### src/logic/ucm_defs.svh
// Constants for the channel mode and loopback block.
`ifndef UCM_DEFS_SVH
`define UCM_DEFS_SVH

// ----------------------------------------------------------------------------
// Register indices and byte addressing
// ----------------------------------------------------------------------------
`define UCM_ADDR_W        8
`define UCM_IDX_POINTER   6'h00
`define UCM_IDX_SETUP     6'h22
`define UCM_IDX_STATUS    6'h24
`define UCM_IDX_LSB       2

// ----------------------------------------------------------------------------
// Field layout and reset values
// ----------------------------------------------------------------------------
`define UCM_MODE_MSB      7
`define UCM_MODE_LSB      6
`define UCM_SETUP_RESET   8'h00
`define UCM_BYTE_ZERO     8'h00
`define UCM_WORD_ZERO     32'h0000_0000
`define UCM_PAD_ZERO      24'h00_0000
`define UCM_STAT_PAD      3'h0
`define UCM_LINE_IDLE     1'h1

// ----------------------------------------------------------------------------
// AXI4-Lite responses
// ----------------------------------------------------------------------------
`define UCM_RESP_OKAY     2'h0
`define UCM_RESP_SLVERR   2'h2

`endif

### src/logic/ucm_pkg.sv
// Types shared by the channel mode and loopback block.
package ucm_pkg;

   // Channel mode, in the order of its two-bit field encoding.
   typedef enum logic [1:0]
   {
      MODE_NORMAL,
      MODE_ECHO,
      MODE_LOCAL,
      MODE_REMOTE
   } ucm_mode_t;

   // Target of the legacy indirect pointer location.
   typedef enum logic
   {
      PTR_FIRST,
      PTR_SETUP
   } ucm_ptr_t;

endpackage

### src/logic/ucm_byte_reg.sv
// Byte-wide register with write enable and constant reset value.
`timescale 1ns/100ps
`default_nettype none
`include "ucm_defs.svh"

module ucm_byte_reg
(
   // Clock and reset
   input  wire logic       aclk,
   input  wire logic       aresetn,
   // Write port
   input  wire logic       wr_en,
   input  wire logic [7:0] wr_data,
   // Stored value
   output logic      [7:0] value
);

   always_ff @(posedge aclk)
   begin
      if (!aresetn)
         value <= `UCM_SETUP_RESET;
      else if (wr_en)
         value <= wr_data;
   end

endmodule

`default_nettype wire

### src/logic/ucm_loopback.sv
// Channel mode selection, echo and loopback routing with its register slave.
// Overview of operation
// - Setup register at direct and pointer locations
// - Bits 7:6 select the channel mode
// - Normal mode: no internal serial path
// - Echo mode retransmits received bits automatically
// - Echo output timed by receiver bit clock
// - Echo mode holds transmitter ready, idle inactive
// - Echo checks parity, resends parity as received
// - Echo checks framing, resends stops, queues characters
// - Break echoed until next valid start bit
// - Echo blocks processor writes to transmitter
// - Local loopback feeds transmitter into receiver
// - Local loopback receiver uses transmitter bit clock
// - Local loopback holds serial output high
// - Local loopback keeps processor paths normal
// - Remote loopback retransmits on receiver bit clock
// - Remote loopback hides characters and errors
// - Remote loopback skips parity, resends parity
// - Remote loopback skips framing, resends stops
`timescale 1ns/100ps
`default_nettype none
`include "ucm_defs.svh"

module ucm_loopback
(
   // Clock and reset
   input  wire logic        aclk,
   input  wire logic        aresetn,
   // AXI4-Lite write address
   input  wire logic [7:0]  s_axi_awaddr,
   input  wire logic        s_axi_awvalid,
   output logic             s_axi_awready,
   // AXI4-Lite write data
   input  wire logic [31:0] s_axi_wdata,
   input  wire logic [3:0]  s_axi_wstrb,
   input  wire logic        s_axi_wvalid,
   output logic             s_axi_wready,
   // AXI4-Lite write response
   output logic [1:0]       s_axi_bresp,
   output logic             s_axi_bvalid,
   input  wire logic        s_axi_bready,
   // AXI4-Lite read address
   input  wire logic [7:0]  s_axi_araddr,
   input  wire logic        s_axi_arvalid,
   output logic             s_axi_arready,
   // AXI4-Lite read data
   output logic [31:0]      s_axi_rdata,
   output logic [1:0]       s_axi_rresp,
   output logic             s_axi_rvalid,
   input  wire logic        s_axi_rready,
   // Surrounding channel control
   input  wire logic        rx_enable,
   input  wire logic        tx_enable,
   input  wire logic        pointer_rewind,
   output logic [5:0]       setup_other_bits,
   // Serial pins
   input  wire logic        rxd_pin,
   output logic             txd_pin,
   // Bit clock enables from the baud logic
   input  wire logic        rx_bit_en,
   input  wire logic        tx_bit_en,
   output logic             rx_timing_en,
   // Transmitter side
   input  wire logic        tx_serial,
   input  wire logic        tx_ready_raw,
   input  wire logic        tx_idle_raw,
   output logic             transmit_ready_flag,
   output logic             tx_idle_flag,
   // Processor to transmitter
   input  wire logic        host_tx_wr,
   input  wire logic [7:0]  host_tx_data,
   output logic             tx_write_en,
   output logic [7:0]       tx_write_data,
   // Receiver side
   output logic             rx_serial_in,
   output logic             parity_check_en,
   output logic             frame_check_en,
   input  wire logic        rx_start_seen,
   input  wire logic        rx_break_seen,
   input  wire logic        rx_char_valid,
   input  wire logic [7:0]  rx_char_data,
   input  wire logic        rx_parity_err,
   input  wire logic        rx_frame_err,
   input  wire logic        rx_break_err,
   // Receiver to receive queue
   output logic             rx_queue_wr,
   output logic [7:0]       rx_queue_data,
   output logic             parity_err_flag,
   output logic             frame_err_flag,
   output logic             break_err_flag
);

   // ----------------------------------------------------------------------------
   // Address decoding
   // ----------------------------------------------------------------------------
   function automatic logic [5:0] ucm_index(input logic [7:0] addr);
      ucm_index = addr[`UCM_ADDR_W-1:`UCM_IDX_LSB];
   endfunction

   function automatic logic ucm_mapped(input logic [7:0] addr);
      logic [5:0] idx;
      idx = ucm_index(addr);
      if (idx == `UCM_IDX_POINTER)
         ucm_mapped = 1'b1;
      else if (idx == `UCM_IDX_SETUP)
         ucm_mapped = 1'b1;
      else if (idx == `UCM_IDX_STATUS)
         ucm_mapped = 1'b1;
      else
         ucm_mapped = 1'b0;
   endfunction

   // ----------------------------------------------------------------------------
   // Declarations
   // ----------------------------------------------------------------------------
   logic                aw_held;
   logic [7:0]          aw_addr;
   logic                w_held;
   logic [7:0]          w_byte;
   logic                w_lane0;
   logic                wr_fire;
   logic [5:0]          wr_idx;
   logic                rd_fire;
   logic [5:0]          rd_idx;
   logic                setup_wr;
   logic [7:0]          setup_value;
   ucm_pkg::ucm_ptr_t   pointer;
   ucm_pkg::ucm_mode_t  mode;
   logic                is_echo;
   logic                is_local;
   logic                is_remote;
   logic                echo_path;
   logic                echo_bit;
   logic                break_active;
   logic                config_warn;
   logic [7:0]          status_value;
   logic [31:0]         next_rdata;

   // ----------------------------------------------------------------------------
   // Write channels
   // ----------------------------------------------------------------------------
   assign s_axi_awready = !aw_held && !s_axi_bvalid;
   assign s_axi_wready  = !w_held && !s_axi_bvalid;
   assign wr_fire       = aw_held && w_held && !s_axi_bvalid;
   assign wr_idx        = ucm_index(aw_addr);

   always_ff @(posedge aclk)
   begin
      if (!aresetn)
      begin
         aw_held <= 1'b0;
         aw_addr <= `UCM_BYTE_ZERO;
      end
      else if (s_axi_awvalid && s_axi_awready)
      begin
         aw_held <= 1'b1;
         aw_addr <= s_axi_awaddr;
      end
      else if (wr_fire)
         aw_held <= 1'b0;
   end

   always_ff @(posedge aclk)
   begin
      if (!aresetn)
      begin
         w_held  <= 1'b0;
         w_byte  <= `UCM_BYTE_ZERO;
         w_lane0 <= 1'b0;
      end
      else if (s_axi_wvalid && s_axi_wready)
      begin
         w_held  <= 1'b1;
         w_byte  <= s_axi_wdata[7:0];
         w_lane0 <= s_axi_wstrb[0];
      end
      else if (wr_fire)
         w_held <= 1'b0;
   end

   always_ff @(posedge aclk)
   begin
      if (!aresetn)
      begin
         s_axi_bvalid <= 1'b0;
         s_axi_bresp  <= `UCM_RESP_OKAY;
      end
      else if (wr_fire)
      begin
         s_axi_bvalid <= 1'b1;
         s_axi_bresp  <= ucm_mapped(aw_addr) ? `UCM_RESP_OKAY : `UCM_RESP_SLVERR;
      end
      else if (s_axi_bready)
         s_axi_bvalid <= 1'b0;
   end

   // ----------------------------------------------------------------------------
   // Read channels
   // ----------------------------------------------------------------------------
   assign s_axi_arready = !s_axi_rvalid;
   assign rd_fire       = s_axi_arvalid && s_axi_arready;
   assign rd_idx        = ucm_index(s_axi_araddr);

   always_comb
   begin
      next_rdata = `UCM_WORD_ZERO;
      if (rd_idx == `UCM_IDX_SETUP)
         next_rdata = {`UCM_PAD_ZERO, setup_value};
      else if (rd_idx == `UCM_IDX_POINTER && pointer == ucm_pkg::PTR_SETUP)
         next_rdata = {`UCM_PAD_ZERO, setup_value};
      else if (rd_idx == `UCM_IDX_STATUS)
         next_rdata = {`UCM_PAD_ZERO, status_value};
   end

   always_ff @(posedge aclk)
   begin
      if (!aresetn)
      begin
         s_axi_rvalid <= 1'b0;
         s_axi_rdata  <= `UCM_WORD_ZERO;
         s_axi_rresp  <= `UCM_RESP_OKAY;
      end
      else if (rd_fire)
      begin
         s_axi_rvalid <= 1'b1;
         s_axi_rdata  <= next_rdata;
         s_axi_rresp  <= ucm_mapped(s_axi_araddr) ? `UCM_RESP_OKAY : `UCM_RESP_SLVERR;
      end
      else if (s_axi_rready)
         s_axi_rvalid <= 1'b0;
   end

   // ----------------------------------------------------------------------------
   // Channel setup register and legacy pointer
   // ----------------------------------------------------------------------------
   // The pointer location reaches the setup register once the first mode register has been passed.
   assign setup_wr = wr_fire && w_lane0 &&
                     ((wr_idx == `UCM_IDX_SETUP) ||
                      (wr_idx == `UCM_IDX_POINTER && pointer == ucm_pkg::PTR_SETUP));

   ucm_byte_reg u_setup
   (
      .aclk    (aclk),
      .aresetn (aresetn),
      .wr_en   (setup_wr),
      .wr_data (w_byte),
      .value   (setup_value)
   );

   always_ff @(posedge aclk)
   begin
      if (!aresetn)
         pointer <= ucm_pkg::PTR_FIRST;
      else if ((wr_fire && wr_idx == `UCM_IDX_POINTER) || (rd_fire && rd_idx == `UCM_IDX_POINTER))
         pointer <= ucm_pkg::PTR_SETUP;
      else if (pointer_rewind)
         pointer <= ucm_pkg::PTR_FIRST;
   end

   assign mode             = ucm_pkg::ucm_mode_t'(setup_value[`UCM_MODE_MSB:`UCM_MODE_LSB]);
   assign is_echo          = (mode == ucm_pkg::MODE_ECHO);
   assign is_local         = (mode == ucm_pkg::MODE_LOCAL);
   assign is_remote        = (mode == ucm_pkg::MODE_REMOTE);
   assign echo_path        = is_echo || is_remote;
   assign setup_other_bits = setup_value[`UCM_MODE_LSB-1:0];

   // Flags a mode whose required side of the channel is switched off.
   assign config_warn  = (echo_path && !rx_enable) ||
                         (is_local && !tx_enable);
   assign status_value = {`UCM_STAT_PAD, config_warn, break_active, pointer, mode};

   // ----------------------------------------------------------------------------
   // Echo retiming
   // ----------------------------------------------------------------------------
   ucm_retimer u_retimer
   (
      .aclk         (aclk),
      .aresetn      (aresetn),
      .active       (echo_path),
      .bit_en       (rx_bit_en),
      .din          (rxd_pin),
      .start_seen   (rx_start_seen),
      .break_seen   (rx_break_seen),
      .echo_bit     (echo_bit),
      .break_active (break_active)
   );

   // ----------------------------------------------------------------------------
   // Serial routing
   // ----------------------------------------------------------------------------
   always_ff @(posedge aclk)
   begin
      if (!aresetn)
         txd_pin <= `UCM_LINE_IDLE;
      else
      begin
         case (mode)
            ucm_pkg::MODE_NORMAL : txd_pin <= tx_serial;
            ucm_pkg::MODE_LOCAL  : txd_pin <= `UCM_LINE_IDLE;
            // Parity and stop bits go out exactly as sampled; a break stays low until a start bit.
            default              : txd_pin <= break_active ? 1'b0 : echo_bit;
         endcase
      end
   end

   always_ff @(posedge aclk)
   begin
      if (!aresetn)
         rx_serial_in <= `UCM_LINE_IDLE;
      else if (is_local)
         rx_serial_in <= tx_serial;
      else
         rx_serial_in <= rxd_pin;
   end

   assign rx_timing_en = is_local ? tx_bit_en : rx_bit_en;

   // ----------------------------------------------------------------------------
   // Transmitter gating
   // ----------------------------------------------------------------------------
   assign transmit_ready_flag = tx_ready_raw && !is_echo;
   assign tx_idle_flag        = tx_idle_raw && !is_echo;
   assign tx_write_en         = host_tx_wr && !is_echo;

   always_ff @(posedge aclk)
   begin
      if (!aresetn)
         tx_write_data <= `UCM_BYTE_ZERO;
      else if (host_tx_wr)
         tx_write_data <= host_tx_data;
   end

   // ----------------------------------------------------------------------------
   // Receiver gating
   // ----------------------------------------------------------------------------
   assign parity_check_en = !is_remote;
   assign frame_check_en  = !is_remote;

   always_ff @(posedge aclk)
   begin
      if (!aresetn)
      begin
         rx_queue_wr     <= 1'b0;
         rx_queue_data   <= `UCM_BYTE_ZERO;
         parity_err_flag <= 1'b0;
         frame_err_flag  <= 1'b0;
         break_err_flag  <= 1'b0;
      end
      else
      begin
         rx_queue_wr     <= rx_char_valid && !is_remote;
         rx_queue_data   <= rx_char_data;
         parity_err_flag <= rx_char_valid && rx_parity_err && !is_remote;
         frame_err_flag  <= rx_char_valid && rx_frame_err && !is_remote;
         break_err_flag  <= rx_break_err && !is_remote;
      end
   end

endmodule

`default_nettype wire

### src/logic/ucm_retimer.sv
// Re-clocks the received line on the receiver bit clock and tracks break echo.
`timescale 1ns/100ps
`default_nettype none
`include "ucm_defs.svh"

module ucm_retimer
(
   // Clock and reset
   input  wire logic aclk,
   input  wire logic aresetn,
   // Control and timing
   input  wire logic active,
   input  wire logic bit_en,
   // Received line and receiver events
   input  wire logic din,
   input  wire logic start_seen,
   input  wire logic break_seen,
   // Retimed line
   output logic      echo_bit,
   output logic      break_active
);

   // Each bit is resampled only on the receiver's own bit clock.
   always_ff @(posedge aclk)
   begin
      if (!aresetn)
         echo_bit <= `UCM_LINE_IDLE;
      else if (!active)
         echo_bit <= `UCM_LINE_IDLE;
      else if (bit_en)
         echo_bit <= din;
   end

   // A break that arrives with a start bit keeps the break echo alive.
   always_ff @(posedge aclk)
   begin
      if (!aresetn)
         break_active <= 1'b0;
      else if (!active)
         break_active <= 1'b0;
      else if (break_seen)
         break_active <= 1'b1;
      else if (start_seen)
         break_active <= 1'b0;
   end

endmodule

`default_nettype wire

### config.mk
export PLATFORM = sky130hd
export DESIGN_NAME = ucm_loopback
export DESIGN_NICKNAME = d
export VERILOG_FILES = /design/src/logic/ucm_pkg.sv /design/src/logic/ucm_byte_reg.sv /design/src/logic/ucm_loopback.sv /design/src/logic/ucm_retimer.sv
export VERILOG_INCLUDE_DIRS = /design/src /design/src/logic
export SDC_FILE = /design/constraint.sdc
export NUM_CORES = 1
export LEC_CHECK = 0
export BUFFER_PORTS_ARGS = -buffer_cell sky130_fd_sc_hd__buf_2
export CAP_MARGIN = 20
export CORE_ASPECT_RATIO = 1.4
export CORE_MARGIN = 2
export CORE_UTILIZATION = 42
export CTS_BUF_LIST = sky130_fd_sc_hd__clkbuf_16
export DETAILED_ROUTE_END_ITERATION = 16
export GPL_TIMING_DRIVEN = 0
export PLACE_DENSITY_LB_ADDON = 0.1
export RECOVER_POWER = 50
export SLEW_MARGIN = 20
export SYNTH_ARGS = -nofsm -noshare
export SYNTH_HDL_FRONTEND = slang
export SYNTH_SLANG_ARGS = --single-unit
### constraint.sdc
create_clock -name aclk -period 2.49 [get_ports aclk]
set_input_delay 0 -clock aclk [delete_from_list [all_inputs] [get_ports aclk]]
set_output_delay 0 -clock aclk [all_outputs]
set_load 0.01 [all_outputs]
==> results.py <==
metrics = {
    "clock_tree": {
        "clockBufferDepth": 2,
        "clk_latency_ns": 0.33,
        "cts_tree": "yes",
        "cts_made_buffers": 9,
        "cts-root-buf": "clkbuf_16",
        "clk_pin_slew_worst_paths_ns": 0.05,
        "cts_setup_buffers": 0,
        "cts_max_level": 3,
        "clock-sinks": 62,
    },
    "routing": {
        "wirelength_mm": 6.739,
        "vias": 2545,
        "drt.antenna.violating_nets": 0,
        "routed_via_density": 4.504,
        "firstDrtPassIters": 4,
        "wire_per_inst_um": 11.93,
        "drtIter0Drc": 111,
        "drc": 0,
    },
    "worst_setup_path": {
        "slowest_delay_ns": 0.57,
        "cp_max_fo": 10,
        "required_ns": 2.69,
        "arrival_ns": 2.01,
        "cpMaxStageDelayCell": "dlygate4sd3_1",
        "cp-start-kind": "register",
        "criticalPathCategory": "reg2reg",
        "worst_setup_path_end_kind": "register",
        "cp_cell_sequence": "clkbuf_1, nor2b_1, mux2i_1, dlygate4sd3_1, nand2_1",
    },
    "cells_and_area": {
        "fin_nets": 579,
        "instances_no_fill": 565,
        "drive_gt1_share_pct": 25.15,
        "fillCellCount": 560,
        "seqCellArea_mm2": 0.001241,
        "diodes": 0,
        "multi_input_area_mm2": 0.001222,
        "syn2layout_area_growth_pct": 54.73,
    },
    "synthesis": {
        "muxShareOfSynthArea_pct": 6.322,
        "synth_adder_area_share_pct": 0,
        "synth_async_sr_flop_share_pct": 0,
        "synth_area_per_cell_um2": 9.191,
        "yosysWarnings": 0,
        "yosysTopAreaCell": "dfxtp_1",
        "synthXorXnorAreaFrac_pct": 0.3230,
        "synthSimpleGateAreaFrac_pct": 21.92,
        "ys_seq_area_share_pct": 45.78,
        "synth_top_area_share_pct": 45.78,
        "synth_ff_type": "dfxtp_1",
        "synth_top_family_by_area": "simple AND/OR/NAND/NOR gates",
        "synth_compound_area_share_pct": 12.92,
        "synth_edf_count": 0,
        "synth.most_common_cell": "dfxtp_1",
        "synth_area_leaders": "dfxtp_1 46%, buf_4 9.4%, mux2i_1 5.9%, nand2_1 4.8%, nor2b_1 4.8%",
        "netlist_area_mm2": 0.002711,
        "ys_ff_latch": 62,
        "ys_types": 40,
        "synthCells": 295,
        "synthTopCellsByCount": "62 x dfxtp_1, 35 x nand2_1, 34 x buf_4",
    },
    "die": {
        "core.rowCount": 34,
        "num_io_pins": 166,
        "initial_core_util_pct": 43.65,
        "die_area_mm2": 0.007123,
        "core-area_mm2": 0.006211,
        "die_x_um": 71.91,
        "die_h_um": 99.07,
    },
    "global_routing": {
        "grt_max_degree": 11,
        "first_global_vias": 2353,
        "overflow": 0,
        "grt_util_met2_pct": 34.54,
        "grtUsageMet3_pct": 3.885,
        "use_met1_pct": 21.68,
        "grt_pass1_wl_mm": 10.70,
        "track_usage_pct": 19.52,
        "grt_antenna_before_repair": 0,
        "busiest_layer": "met2",
    },
    "power": {
        "ir_drop_mv": 0.3988,
        "combinationalPowerShare_pct": 12.6,
        "power.switching_uw": 603.7,
        "seqPwrFrac_pct": 39.7,
        "p_int_mw": 2.085,
        "finalPower_mw": 2.689,
        "powerDensity_mw_per_mm2": 641.0,
        "p_clk_share_pct": 47.7,
        "p_leak_nw": 1.884,
        "p_sw_share_pct": 22.45,
    },
    "sta": {
        "finClkSkew_ns": 0.004470,
        "timing.final.crit_share_pct": 72.76,
        "hold_viol_final": 0,
        "setup_violations": 0,
        "finalCriticalPeriod_ns": 1.812,
        "layout_setup_ws_ns": 0.6782,
        "tightest_slew_ns": 0.9641,
        "rsz0062_at_grt": "no",
        "maxSlewHeadroom_pct": 35.13,
        "maxSlewViolCount": 0,
        "max_freq_mhz": 551.9,
        "fin_setup_tns_ns": 0,
    },
    "placement": {
        "numPortBuffers": 106,
        "gp_congestion": 0.7296,
        "placed_cells": 498,
        "place_hpwl_mm": 4.614,
        "pre_cts_ws_ns": 0.7541,
    },
    "status": {
        "status": "completed",
    },
    "run": {
        "cap_violations": 0,
    },
    "hold_path": {
        "hp-class": "in2reg",
    },
}
## what timing repair did
action | CTS | global route
gates resized for setup | 0 | 0
hold buffers | 51 | 0
hold endpoints to repair | 45 | 0
## cell families after synthesis
kind of cell | after synthesis
AOI/OAI and AO/OA | 48
buffers and inverters | 55
DFF | 62
other | 1
and+or+nand+nor | 111
muxes | 17
xor gates and xnor gates | 1
## power by group through the flow
stage	Clock [mW]	Sequential [mW]	Combinational, mW
detailed placement	0	1.09	0.282
global route	1.36	1.07	0.375
floorplan	0	1.09	0.167
finish	1.28	1.07	0.340
CTS	1.30	1.07	0.345
global placement	0	1.08	0.278
## per-layer routing
layer,up-vias,share of wire (%)
met1,1116,40
met3,15,6.3
li1,1319,-
met5,-,0
met2,95,51
met4,0,2.4
## flip-flops by register name, summed over array words and instances, names as in the netlist
signal                  flops
aw_addr                     6
s_axi_bvalid                1
txd_pin                     1
parity_err_flag             1
w_byte                      8
break_err_flag              1
s_axi_rresp                 1
rx_queue_data               8
aw_held                     1
s_axi_bresp                 1
pointer                     1
rx_serial_in                1
u_retimer.break_active      1
u_retimer.echo_bit          1
s_axi_rvalid                1
rx_queue_wr                 1
u_setup.value               8
w_lane0                     1
w_held                      1
frame_err_flag              1
tx_write_data               8
s_axi_rdata                 8
## final timing paths
kind	from	to	cells after the start	slack [ns]
worst min-delay path	pointer_rewind	pointer	3	0.04
worst max-delay path	u_setup.value[6]	rx_serial_in	5	0.68
worst min register to register	w_byte[2]	w_byte[2]	2	0.46
worst max register to register	u_setup.value[6]	rx_serial_in	5	0.68
## through the flow
step,area [µm²],util (%),hold WS [ns]
finish,4195,67.55,0.04034
detailed placement,3426,55.16,0.2080
global placement,3426,55.16,0.2046
CTS,4243,68.31,0.03623
global route,4195,67.55,0.06241
floorplan,2805,-,0.1174
## cell type report
type                       count  area share (%)
clock buffer                   9           5.368
inverter                       8          0.7158
buffer                        47           7.426
sequential                    62           29.59
timing repair buffer         157           23.68
tap                           72           2.147
clock inverter                 7           1.939
multi-input combinational    203           29.14
## worst max-delay path: cells and delay by family, from the launching register on
kind	cells	cell delay, ns
buffers and inverters	2	0.80
flip-flops	1	0.29
multiplexers	1	0.23
AND/OR/NAND/NOR	2	0.36
## cell usage in the layout, fill, tap and decap left out, drive strengths merged, types with 2 or more instances in the layout
cell / instances
nor4: 3
a21oi: 6
dlygate4sd3: 51
clkinv: 3
nor3: 2
and2: 18
bufinv: 2
a221oi: 2
nand2b: 4
clkbuf: 64
inv: 10
o21ai: 13
nor2: 7
conb: 26
a22oi: 3
nand2: 35
nand3: 9
buf: 98
dfxtp: 62
a21boi: 14
nor2b: 21
a31oi: 2
or3b: 2
o211ai: 2
and3: 2
mux2i: 16
nand3b: 4
Note: power is estimated with default switching activity, not from simulation.
